==> config.mk <==
export PLATFORM = sky130hd
export DESIGN_NAME = ext_irq_pending
export DESIGN_NICKNAME = d
export VERILOG_FILES = /design/src/irq_pend_pkg.sv /design/src/irq_arb_if.sv /design/src/ext_irq_pending.sv /design/src/ext_sense_detect.sv /design/src/irq_line_arbiter.sv
export SDC_FILE = /design/constraint.sdc
export NUM_CORES = 1
export LEC_CHECK = 0
export ABC_AREA = 1
export BUFFER_PORTS_ARGS = -buffer_cell sky130_fd_sc_hd__buf_2
export CORE_UTILIZATION = 40
export CTS_CLUSTER_SIZE = 40
export DETAILED_ROUTE_END_ITERATION = 10
export PLACE_DENSITY = 0.59
export SETUP_SLACK_MARGIN = 0.02
export SYNTH_ARGS = -nofsm -noshare
export SYNTH_HDL_FRONTEND = slang
export SYNTH_HIERARCHICAL = 1
export SYNTH_SLANG_ARGS = --single-unit
==> constraint.sdc <==
create_clock -name i_clk -period 1.5 [get_ports i_clk]
set_input_delay 0 -clock i_clk [delete_from_list [all_inputs] [get_ports i_clk]]
set_output_delay 0 -clock i_clk [all_outputs]
set_load 0.005 [all_outputs]
==> src/irq_pend_pkg.sv <==
// Constants, encodings and register map for the external request pending logic.
//
// How it works
// - The selected sense condition on a request pin sets that line's pending flag.
// - Pending flags set whatever the line's enable bit holds.
// - Enabling a line whose flag is already pending raises its request.
// - Software clears pending flags by a register write.
// - Processor mask bits and mask level never stop a pending flag being set.
// - Releasing the processor mask lets a pending, enabled line be accepted.
// - Clearing an enable drops the request but keeps the pending flag.
// - Accepting a line's interrupt clears its pending flag automatically.
package irq_pend_pkg;

    // ------------------------------------------------------------
    // Sizes
    // ------------------------------------------------------------
    localparam int N_LINES  = 8;
    localparam int ADDR_W   = 8;
    localparam int DATA_W   = 32;
    localparam int LVL_W    = 3;

    // ------------------------------------------------------------
    // Register byte offsets
    // ------------------------------------------------------------
    localparam logic [ADDR_W-1:0] OFF_ENABLE  = 8'h00;
    localparam logic [ADDR_W-1:0] OFF_PENDING = 8'h04;
    localparam logic [ADDR_W-1:0] OFF_SENSE   = 8'h08;
    localparam logic [ADDR_W-1:0] OFF_COND    = 8'h0C;
    localparam logic [ADDR_W-1:0] OFF_PRIO    = 8'h10;
    localparam logic [ADDR_W-1:0] OFF_ACTIVE  = 8'h14;

    // ------------------------------------------------------------
    // Sense select encodings, two bits per line
    // ------------------------------------------------------------
    localparam logic [1:0] SENSE_LOW  = 2'h0;
    localparam logic [1:0] SENSE_FALL = 2'h1;
    localparam logic [1:0] SENSE_RISE = 2'h2;
    localparam logic [1:0] SENSE_BOTH = 2'h3;

    // ------------------------------------------------------------
    // Condition code register fields and reset value
    // ------------------------------------------------------------
    localparam int         COND_W        = 8;
    localparam int         COND_I_BIT    = 0;
    localparam int         COND_USER_BIT = 1;
    localparam int         COND_LVL_LSB  = 4;
    localparam logic [7:0] COND_RESET    = 8'h03;

    // ------------------------------------------------------------
    // Other reset values and bus answers
    // ------------------------------------------------------------
    localparam logic       PIN_IDLE    = 1'b1;
    localparam logic [1:0] RESP_OKAY   = 2'h0;
    localparam logic [1:0] RESP_DECERR = 2'h3;

    typedef enum logic [1:0] {
        CH_IDLE = 2'b00,
        CH_BUSY = 2'b01
    } chan_e;

endpackage

==> src/irq_arb_if.sv <==
// Interface carrying request state from the controller to the line arbiter.
`timescale 1ns/100ps
`default_nettype none
interface irq_arb_if #(
    parameter int N     = 8,
    parameter int LINEW = 3
);
    logic [N-1:0]                      pending;
    logic [N-1:0]                      enable;
    logic [N*irq_pend_pkg::LVL_W-1:0]  prio;
    logic [irq_pend_pkg::LVL_W-1:0]    mask_level;
    logic                              mask_all;
    logic                              grant_valid;
    logic [LINEW-1:0]                  grant_line;

    modport ctl (output pending, enable, prio, mask_level, mask_all,
                 input  grant_valid, grant_line);
    modport arb (input  pending, enable, prio, mask_level, mask_all,
                 output grant_valid, grant_line);
endinterface
`default_nettype wire

==> src/ext_irq_pending.sv <==
// External request pending logic with its AXI4-Lite register slave.
`timescale 1ns/100ps
`default_nettype none
module ext_irq_pending #(
    parameter int N      = irq_pend_pkg::N_LINES,
    parameter int ADDR_W = irq_pend_pkg::ADDR_W
) (
    // Clock and reset
    input  wire logic                      i_clk,
    input  wire logic                      i_rst_b,
    // External request pins
    input  wire logic [N-1:0]              i_external_request_pin,
    // Processor acknowledge of an accepted line
    input  wire logic                      i_irq_ack,
    input  wire logic [$clog2(N)-1:0]      i_irq_ack_line,
    // Interrupt request to the processor
    output logic                           o_irq,
    output logic [$clog2(N)-1:0]           o_irq_line,
    // AXI4-Lite write address
    input  wire logic [ADDR_W-1:0]         s_axi_awaddr,
    input  wire logic                      s_axi_awvalid,
    output logic                           s_axi_awready,
    // AXI4-Lite write data
    input  wire logic [31:0]               s_axi_wdata,
    input  wire logic [3:0]                s_axi_wstrb,
    input  wire logic                      s_axi_wvalid,
    output logic                           s_axi_wready,
    // AXI4-Lite write response
    output logic [1:0]                     s_axi_bresp,
    output logic                           s_axi_bvalid,
    input  wire logic                      s_axi_bready,
    // AXI4-Lite read address
    input  wire logic [ADDR_W-1:0]         s_axi_araddr,
    input  wire logic                      s_axi_arvalid,
    output logic                           s_axi_arready,
    // AXI4-Lite read data
    output logic [31:0]                    s_axi_rdata,
    output logic [1:0]                     s_axi_rresp,
    output logic                           s_axi_rvalid,
    input  wire logic                      s_axi_rready
);
    localparam int LINEW = $clog2(N);
    localparam int LW    = irq_pend_pkg::LVL_W;
    localparam int CW    = irq_pend_pkg::COND_W;

    // ------------------------------------------------------------
    // State
    // ------------------------------------------------------------
    typedef struct packed {
        irq_pend_pkg::chan_e wr_st;
        logic                aw_have;
        logic                w_have;
        logic [ADDR_W-1:0]   awaddr;
        logic [31:0]         wdata;
        logic [3:0]          wstrb;
        logic                awready;
        logic                wready;
        logic                bvalid;
        logic [1:0]          bresp;
        irq_pend_pkg::chan_e rd_st;
        logic                arready;
        logic                rvalid;
        logic [31:0]         rdata;
        logic [1:0]          rresp;
        logic [N-1:0]        enable;
        logic [N-1:0]        pending;
        logic [2*N-1:0]      sense;
        logic [CW-1:0]       cond;
        logic [N*LW-1:0]     prio;
        logic                irq;
        logic [LINEW-1:0]    irq_line;
    } state_s;

    state_s q;
    state_s d;

    logic [N-1:0] hit;

    irq_arb_if #(.N(N), .LINEW(LINEW)) arb_bus ();

    // ------------------------------------------------------------
    // Sense detection and arbitration
    // ------------------------------------------------------------
    ext_sense_detect #(.N(N)) u_sense (
        .i_clk   (i_clk),
        .i_rst_b (i_rst_b),
        .i_pin   (i_external_request_pin),
        .i_sense (q.sense),
        .o_hit   (hit)
    );

    irq_line_arbiter #(.N(N), .LINEW(LINEW)) u_arb (
        .bus (arb_bus.arb)
    );

    assign arb_bus.pending    = q.pending;
    assign arb_bus.enable     = q.enable;
    assign arb_bus.prio       = q.prio;
    assign arb_bus.mask_level = q.cond[irq_pend_pkg::COND_LVL_LSB +: LW];
    assign arb_bus.mask_all   = q.cond[irq_pend_pkg::COND_I_BIT]
                                || q.cond[irq_pend_pkg::COND_USER_BIT];

    // ------------------------------------------------------------
    // Helpers
    // ------------------------------------------------------------
    function automatic logic [31:0] merge(input logic [31:0] old_v,
                                          input logic [31:0] new_v,
                                          input logic [3:0]  strb);
        logic [31:0] r;
        r = old_v;
        for (int b = 0; b < 4; b++) begin
            if (strb[b]) begin
                r[8*b +: 8] = new_v[8*b +: 8];
            end
        end
        return r;
    endfunction

    function automatic logic [31:0] strb_mask(input logic [3:0] strb);
        logic [31:0] r;
        r = '0;
        for (int b = 0; b < 4; b++) begin
            r[8*b +: 8] = {8{strb[b]}};
        end
        return r;
    endfunction

    function automatic logic mapped(input logic [ADDR_W-1:0] a);
        logic r;
        if (a == irq_pend_pkg::OFF_ENABLE) begin
            r = 1'b1;
        end else if (a == irq_pend_pkg::OFF_PENDING) begin
            r = 1'b1;
        end else if (a == irq_pend_pkg::OFF_SENSE) begin
            r = 1'b1;
        end else if (a == irq_pend_pkg::OFF_COND) begin
            r = 1'b1;
        end else if (a == irq_pend_pkg::OFF_PRIO) begin
            r = 1'b1;
        end else if (a == irq_pend_pkg::OFF_ACTIVE) begin
            r = 1'b1;
        end else begin
            r = 1'b0;
        end
        return r;
    endfunction

    // ------------------------------------------------------------
    // Next state
    // ------------------------------------------------------------
    always_comb begin
        logic [N-1:0] pend;
        logic [31:0]  wr_v;
        pend = '0;
        wr_v = '0;
        d    = q;
        pend = q.pending;

        // Write address and data are taken in either order.
        if (s_axi_awvalid && q.awready) begin
            d.aw_have = 1'b1;
            d.awaddr  = s_axi_awaddr;
        end
        if (s_axi_wvalid && q.wready) begin
            d.w_have = 1'b1;
            d.wdata  = s_axi_wdata;
            d.wstrb  = s_axi_wstrb;
        end

        case (q.wr_st)
            irq_pend_pkg::CH_IDLE: begin
                if (q.aw_have && q.w_have) begin
                    d.aw_have = 1'b0;
                    d.w_have  = 1'b0;
                    d.bvalid  = 1'b1;
                    d.wr_st   = irq_pend_pkg::CH_BUSY;
                    d.bresp   = mapped(q.awaddr) ? irq_pend_pkg::RESP_OKAY
                                                 : irq_pend_pkg::RESP_DECERR;
                    if (q.awaddr == irq_pend_pkg::OFF_ENABLE) begin
                        wr_v     = merge(32'(q.enable), q.wdata, q.wstrb);
                        d.enable = wr_v[N-1:0];
                    end else if (q.awaddr == irq_pend_pkg::OFF_PENDING) begin
                        wr_v = q.wdata & strb_mask(q.wstrb);
                        pend = pend & ~wr_v[N-1:0];
                    end else if (q.awaddr == irq_pend_pkg::OFF_SENSE) begin
                        wr_v    = merge(32'(q.sense), q.wdata, q.wstrb);
                        d.sense = wr_v[2*N-1:0];
                    end else if (q.awaddr == irq_pend_pkg::OFF_COND) begin
                        wr_v   = merge(32'(q.cond), q.wdata, q.wstrb);
                        d.cond = wr_v[CW-1:0];
                    end else if (q.awaddr == irq_pend_pkg::OFF_PRIO) begin
                        wr_v   = merge(32'(q.prio), q.wdata, q.wstrb);
                        d.prio = wr_v[N*LW-1:0];
                    end
                end
            end
            default: begin
                if (s_axi_bready) begin
                    d.bvalid = 1'b0;
                    d.wr_st  = irq_pend_pkg::CH_IDLE;
                end
            end
        endcase
        d.awready = (d.wr_st == irq_pend_pkg::CH_IDLE) && !d.aw_have;
        d.wready  = (d.wr_st == irq_pend_pkg::CH_IDLE) && !d.w_have;

        // Read channel.
        case (q.rd_st)
            irq_pend_pkg::CH_IDLE: begin
                if (s_axi_arvalid && q.arready) begin
                    d.rvalid = 1'b1;
                    d.rd_st  = irq_pend_pkg::CH_BUSY;
                    d.rresp  = irq_pend_pkg::RESP_OKAY;
                    if (s_axi_araddr == irq_pend_pkg::OFF_ENABLE) begin
                        d.rdata = 32'(q.enable);
                    end else if (s_axi_araddr == irq_pend_pkg::OFF_PENDING) begin
                        d.rdata = 32'(q.pending);
                    end else if (s_axi_araddr == irq_pend_pkg::OFF_SENSE) begin
                        d.rdata = 32'(q.sense);
                    end else if (s_axi_araddr == irq_pend_pkg::OFF_COND) begin
                        d.rdata = 32'(q.cond);
                    end else if (s_axi_araddr == irq_pend_pkg::OFF_PRIO) begin
                        d.rdata = 32'(q.prio);
                    end else if (s_axi_araddr == irq_pend_pkg::OFF_ACTIVE) begin
                        d.rdata = {15'h0000, q.irq, 16'(q.irq_line)};
                    end else begin
                        d.rdata = '0;
                        d.rresp = irq_pend_pkg::RESP_DECERR;
                    end
                end
            end
            default: begin
                if (s_axi_rready) begin
                    d.rvalid = 1'b0;
                    d.rd_st  = irq_pend_pkg::CH_IDLE;
                end
            end
        endcase
        d.arready = (d.rd_st == irq_pend_pkg::CH_IDLE);

        // Pending flags: acceptance clears, a new detection wins over any clear.
        if (i_irq_ack) begin
            pend[i_irq_ack_line] = 1'b0;
        end
        d.pending = pend | hit;

        // Registered request to the processor.
        d.irq      = arb_bus.grant_valid;
        d.irq_line = arb_bus.grant_line;
    end

    always_ff @(posedge i_clk or negedge i_rst_b) begin
        if (!i_rst_b) begin
            q          <= '0;
            q.wr_st    <= irq_pend_pkg::CH_IDLE;
            q.rd_st    <= irq_pend_pkg::CH_IDLE;
            q.cond     <= irq_pend_pkg::COND_RESET;
        end else begin
            q <= d;
        end
    end

    // ------------------------------------------------------------
    // Outputs
    // ------------------------------------------------------------
    assign o_irq         = q.irq;
    assign o_irq_line    = q.irq_line;
    assign s_axi_awready = q.awready;
    assign s_axi_wready  = q.wready;
    assign s_axi_bresp   = q.bresp;
    assign s_axi_bvalid  = q.bvalid;
    assign s_axi_arready = q.arready;
    assign s_axi_rdata   = q.rdata;
    assign s_axi_rresp   = q.rresp;
    assign s_axi_rvalid  = q.rvalid;
endmodule
`default_nettype wire

==> src/ext_sense_detect.sv <==
// Per-line sense condition detector for the external request pins.
`timescale 1ns/100ps
`default_nettype none
module ext_sense_detect #(
    parameter int N = 8
) (
    // Clock and reset
    input  wire logic           i_clk,
    input  wire logic           i_rst_b,
    // Pins and selection
    input  wire logic [N-1:0]   i_pin,
    input  wire logic [2*N-1:0] i_sense,
    // Detected conditions
    output logic [N-1:0]        o_hit
);
    typedef struct packed {
        logic [N-1:0] prev;
    } state_s;

    state_s q;
    state_s d;

    always_comb begin
        d      = q;
        d.prev = i_pin;
    end

    always_ff @(posedge i_clk or negedge i_rst_b) begin
        if (!i_rst_b) begin
            q.prev <= {N{irq_pend_pkg::PIN_IDLE}};
        end else begin
            q <= d;
        end
    end

    // ------------------------------------------------------------
    // Condition per line
    // ------------------------------------------------------------
    for (genvar g = 0; g < N; g++) begin : g_line
        always_comb begin
            case (i_sense[2*g +: 2])
                irq_pend_pkg::SENSE_LOW:  o_hit[g] = !i_pin[g];
                irq_pend_pkg::SENSE_FALL: o_hit[g] = q.prev[g] && !i_pin[g];
                irq_pend_pkg::SENSE_RISE: o_hit[g] = !q.prev[g] && i_pin[g];
                default:                  o_hit[g] = q.prev[g] ^ i_pin[g];
            endcase
        end
    end
endmodule
`default_nettype wire

==> src/irq_line_arbiter.sv <==
// Picks the lowest-numbered line whose request passes enable and processor mask.
`timescale 1ns/100ps
`default_nettype none
module irq_line_arbiter #(
    parameter int N     = 8,
    parameter int LINEW = 3
) (
    // Request state and grant
    irq_arb_if.arb bus
);
    localparam int LW = irq_pend_pkg::LVL_W;

    logic [N-1:0] req;

    // ------------------------------------------------------------
    // Request per line
    // ------------------------------------------------------------
    for (genvar g = 0; g < N; g++) begin : g_req
        assign req[g] = bus.pending[g] && bus.enable[g] && !bus.mask_all
                        && (bus.prio[g*LW +: LW] > bus.mask_level);
    end

    always_comb begin
        bus.grant_valid = 1'b0;
        bus.grant_line  = '0;
        for (int i = N - 1; i >= 0; i--) begin
            if (req[i]) begin
                bus.grant_valid = 1'b1;
                bus.grant_line  = LINEW'(i);
            end
        end
    end
endmodule
`default_nettype wire

==> flow_summary.yaml <==
routing:
  routed_wl_mm: 21.7
  first_iter_violations: 372
  vias_per_cell: 4.84
  drc: 0
  postRouteAntennaNets: 0
  vias: 7036
  drt_pass1_iterations: 5
  wl_per_cell_um: 15.0
synthesis:
  syn_area_per_cell_um2: 8.07
  ys.flop_type: "dfrtp_1"
  synth_area_mm2: 0.00806
  ys_seq_area_share_pct: 46.1
  netlist_instances: 999
  synthDistinctLibCells: 36
  yosys_warnings: 6
  synth-edff-count: 0
  async_flop_share_pct: 100
  ys_seq_elements: 148
global_routing:
  grt_use_met2_pct: 34.8
  grt_pass1_vias: 6717
  grt.busiest_layer: "met2"
  grt_overflow_total: 0
  grt_antenna_before_repair: 0
  grt_pass1_wl_mm: 34.7
  track_usage_pct: 22.0
  gr-usage-met1_pct: 30.4
  grt_max_degree: 41
  gr-usage-met3_pct: 3.83
pwr:
  peakVddDrop_mv: 0.848
  leakagePower_nw: 5.48
  power.density_mw_per_mm2: 1430
worst_setup_path:
  end_kind: "register"
  critical_path_class: "reg2reg"
  path_max_fanout: 8
  cp-start-kind: "register"
  worstPathArrival_ns: 1.98
  required_ns: 1.86
timing:
  fin_crit_sh_pct: 108
  whs_ns: 0.0620
  fin_worst_skew_ns: 0.00805
  finalWorstSetupSlack_ns: -0.123
  hold_viol_final: 0
  rsz0062_at_grt: "yes"
  period_needed_ns: 1.62
  setup_viol: 36
  slew_viol_final: 0
  max_freq_ghz: 0.616
flow_run:
  drv_cap: 0
clock_tree:
  clk_pin_slew_ns: 0.06
  insertion_delay_ns: 0.42
  cts.sinks: 148
  cts_buffer_depth: 2
  htreeDepth: 4
  root_buffer: "clkbuf_16"
  cts_buffers: 17
  cts_tree: "yes"
floorplanning:
  core_mm2: 0.0196
  initial_utilization_pct: 41.1
  die_y_um: 144
  fp.dieW_um: 144
  std_cell_rows: 51
  ios: 116
  die_area_mm2: 0.0207
place:
  portBuffers: 98
  gp_congestion: 0.861
  hpwl_mm: 14.7
cells_and_area:
  final_common_cell: "nand2_1"
  antennaDiodeCount: 0
  most-common-layout-cells: "251 x nand2_1, 137 x dfrtp_1, 120 x inv_1"
  utilization_pct: 55.0
  fin_nets: 1286
  fill_cells: 1826
  syn_to_final_growth_pct: 33.8
  drive_gt1_share_pct: 29.4
hold_path:
  hold_path.class: "in2async"
outcome:
  outcome: "finished with violations"
  violations: "setup timing"
## stage by stage
stage	cells	setup WS, ns	setup TNS (ns)	power [W]	cell area, um2
final	1453	-0.123	-1.29	0.0154	10800
after global routing	1453	-0.251	-5.12	0.0164	10800
after CTS	1440	-0.0654	-0.842	0.0148	10300
after detailed placement	1350	-0.127	-1.47	0.00976	8920
after global placement	1350	-0.0997	-0.395	0.00966	8920
after floorplan	1006	0.0214	0	0.00829	8090
## worst max-delay path, cell delays in order, from the launching register on
cell	delay, ns
dfrtp_1	0.39
clkinv_4	0.17
ha_4	0.33
nand2_2	0.05
nor2_2	0.10
nor2_1	0.05
nand2_1	0.09
nand2_1	0.06
nand2_1	0.05
nand2_1	0.05
nand2_1	0.05
nand2_1	0.06
a21oi_2	0.11
## final timing paths
kind,from,to,slack [ns],cells after the start
min,i_rst_b,q[150]$_DFFE_PN0P_,0.06,2
max,arb_bus.mask_level[2]$_DFFE_PN0P_,o_irq_line[0]$_DFF_PN0_,-0.12,12
max in group asynchronous,i_rst_b,u_sense/q[7]$_DFF_PN1_,0.82,3
max reg2reg,arb_bus.mask_level[2]$_DFFE_PN0P_,o_irq_line[0]$_DFF_PN0_,-0.12,12
min reg2reg,q[28]$_DFFE_PN1P_,q[28]$_DFFE_PN1P_,0.47,2
min in group i_clk,i_irq_ack_line[0],arb_bus.pending[7]$_DFF_PN0_,0.08,4
## sequential cells by signal (all words and copies together) (netlist names), 3 cells and up
signal / flops
arb_bus.mask_level: 3
arb_bus.enable: 8
arb_bus.pending: 8
s_axi_rdata: 24
u_sense/q: 8
arb_bus.prio: 24
o_irq_line: 3
q: 62
## report_power, final
group / total (W) / switching, W / internal, W
sequential: 0.00581 / 0.000823 / 0.00499
clock: 0.00457 / 0.00165 / 0.00292
combinational: 0.00504 / 0.00297 / 0.00207
## routing by layer
layer	wire, um	vias to the layer above	part of all wire [%]
met5	0	-	0
met4	471	0	2.2
met3	1060	43	4.9
met2	10100	212	46
met1	10200	3304	47
li1	-	3477	-
## cell families after synthesis
| logic type | Yosys count | synth area share (%) |
|---|---|---|
| AND/OR/NAND/NOR | 508 | 27.8 |
| buffers and inverters | 191 | 11.3 |
| flip-flops | 148 | 46.1 |
| AO/OA/AOI/OAI | 111 | 8.52 |
| adder cells (fa/ha/maj) | 40 | 6.21 |
| other | 1 | 0.0465 |
## cell usage after synthesis, drive strengths merged, types with 3 or more instances
cell type  number  area share (%)
o21ai          88             6.6
nor2           84             4.5
nand4           7            0.54
inv           126             5.9
nand2         308              15
clkbuf         10            0.47
dfstp          10             3.3
nand3         103             7.4
o21bai          8            0.75
nor3            3            0.39
buf            53             4.9
ha             40             6.2
dfrtp         138              43
a21oi           9            0.65
## timing repair
action                     in CTS  in global routing
resized for setup              38                 85
cloned                          4                  2
setup endpoints to repair      37                 67
hold buffers                   50                  0
pin swaps                      21                 34
hold endpoints to repair      195                  0
setup buffers                   5                 12
## area by class of cell
cell class | instances | area [um2] | share of cell area, %
Multi-Input combinational cell | 671 | 3980 | 36.9
Sequential cell | 148 | 3720 | 34.5
Timing Repair Buffer | 209 | 1630 | 15.1
Inverter | 128 | 490 | 4.55
Clock buffer | 24 | 482 | 4.47
Tap cell | 265 | 332 | 3.08
Clock inverter | 8 | 148 | 1.37
No activity file was read; power rests on OpenSTA's default activity.
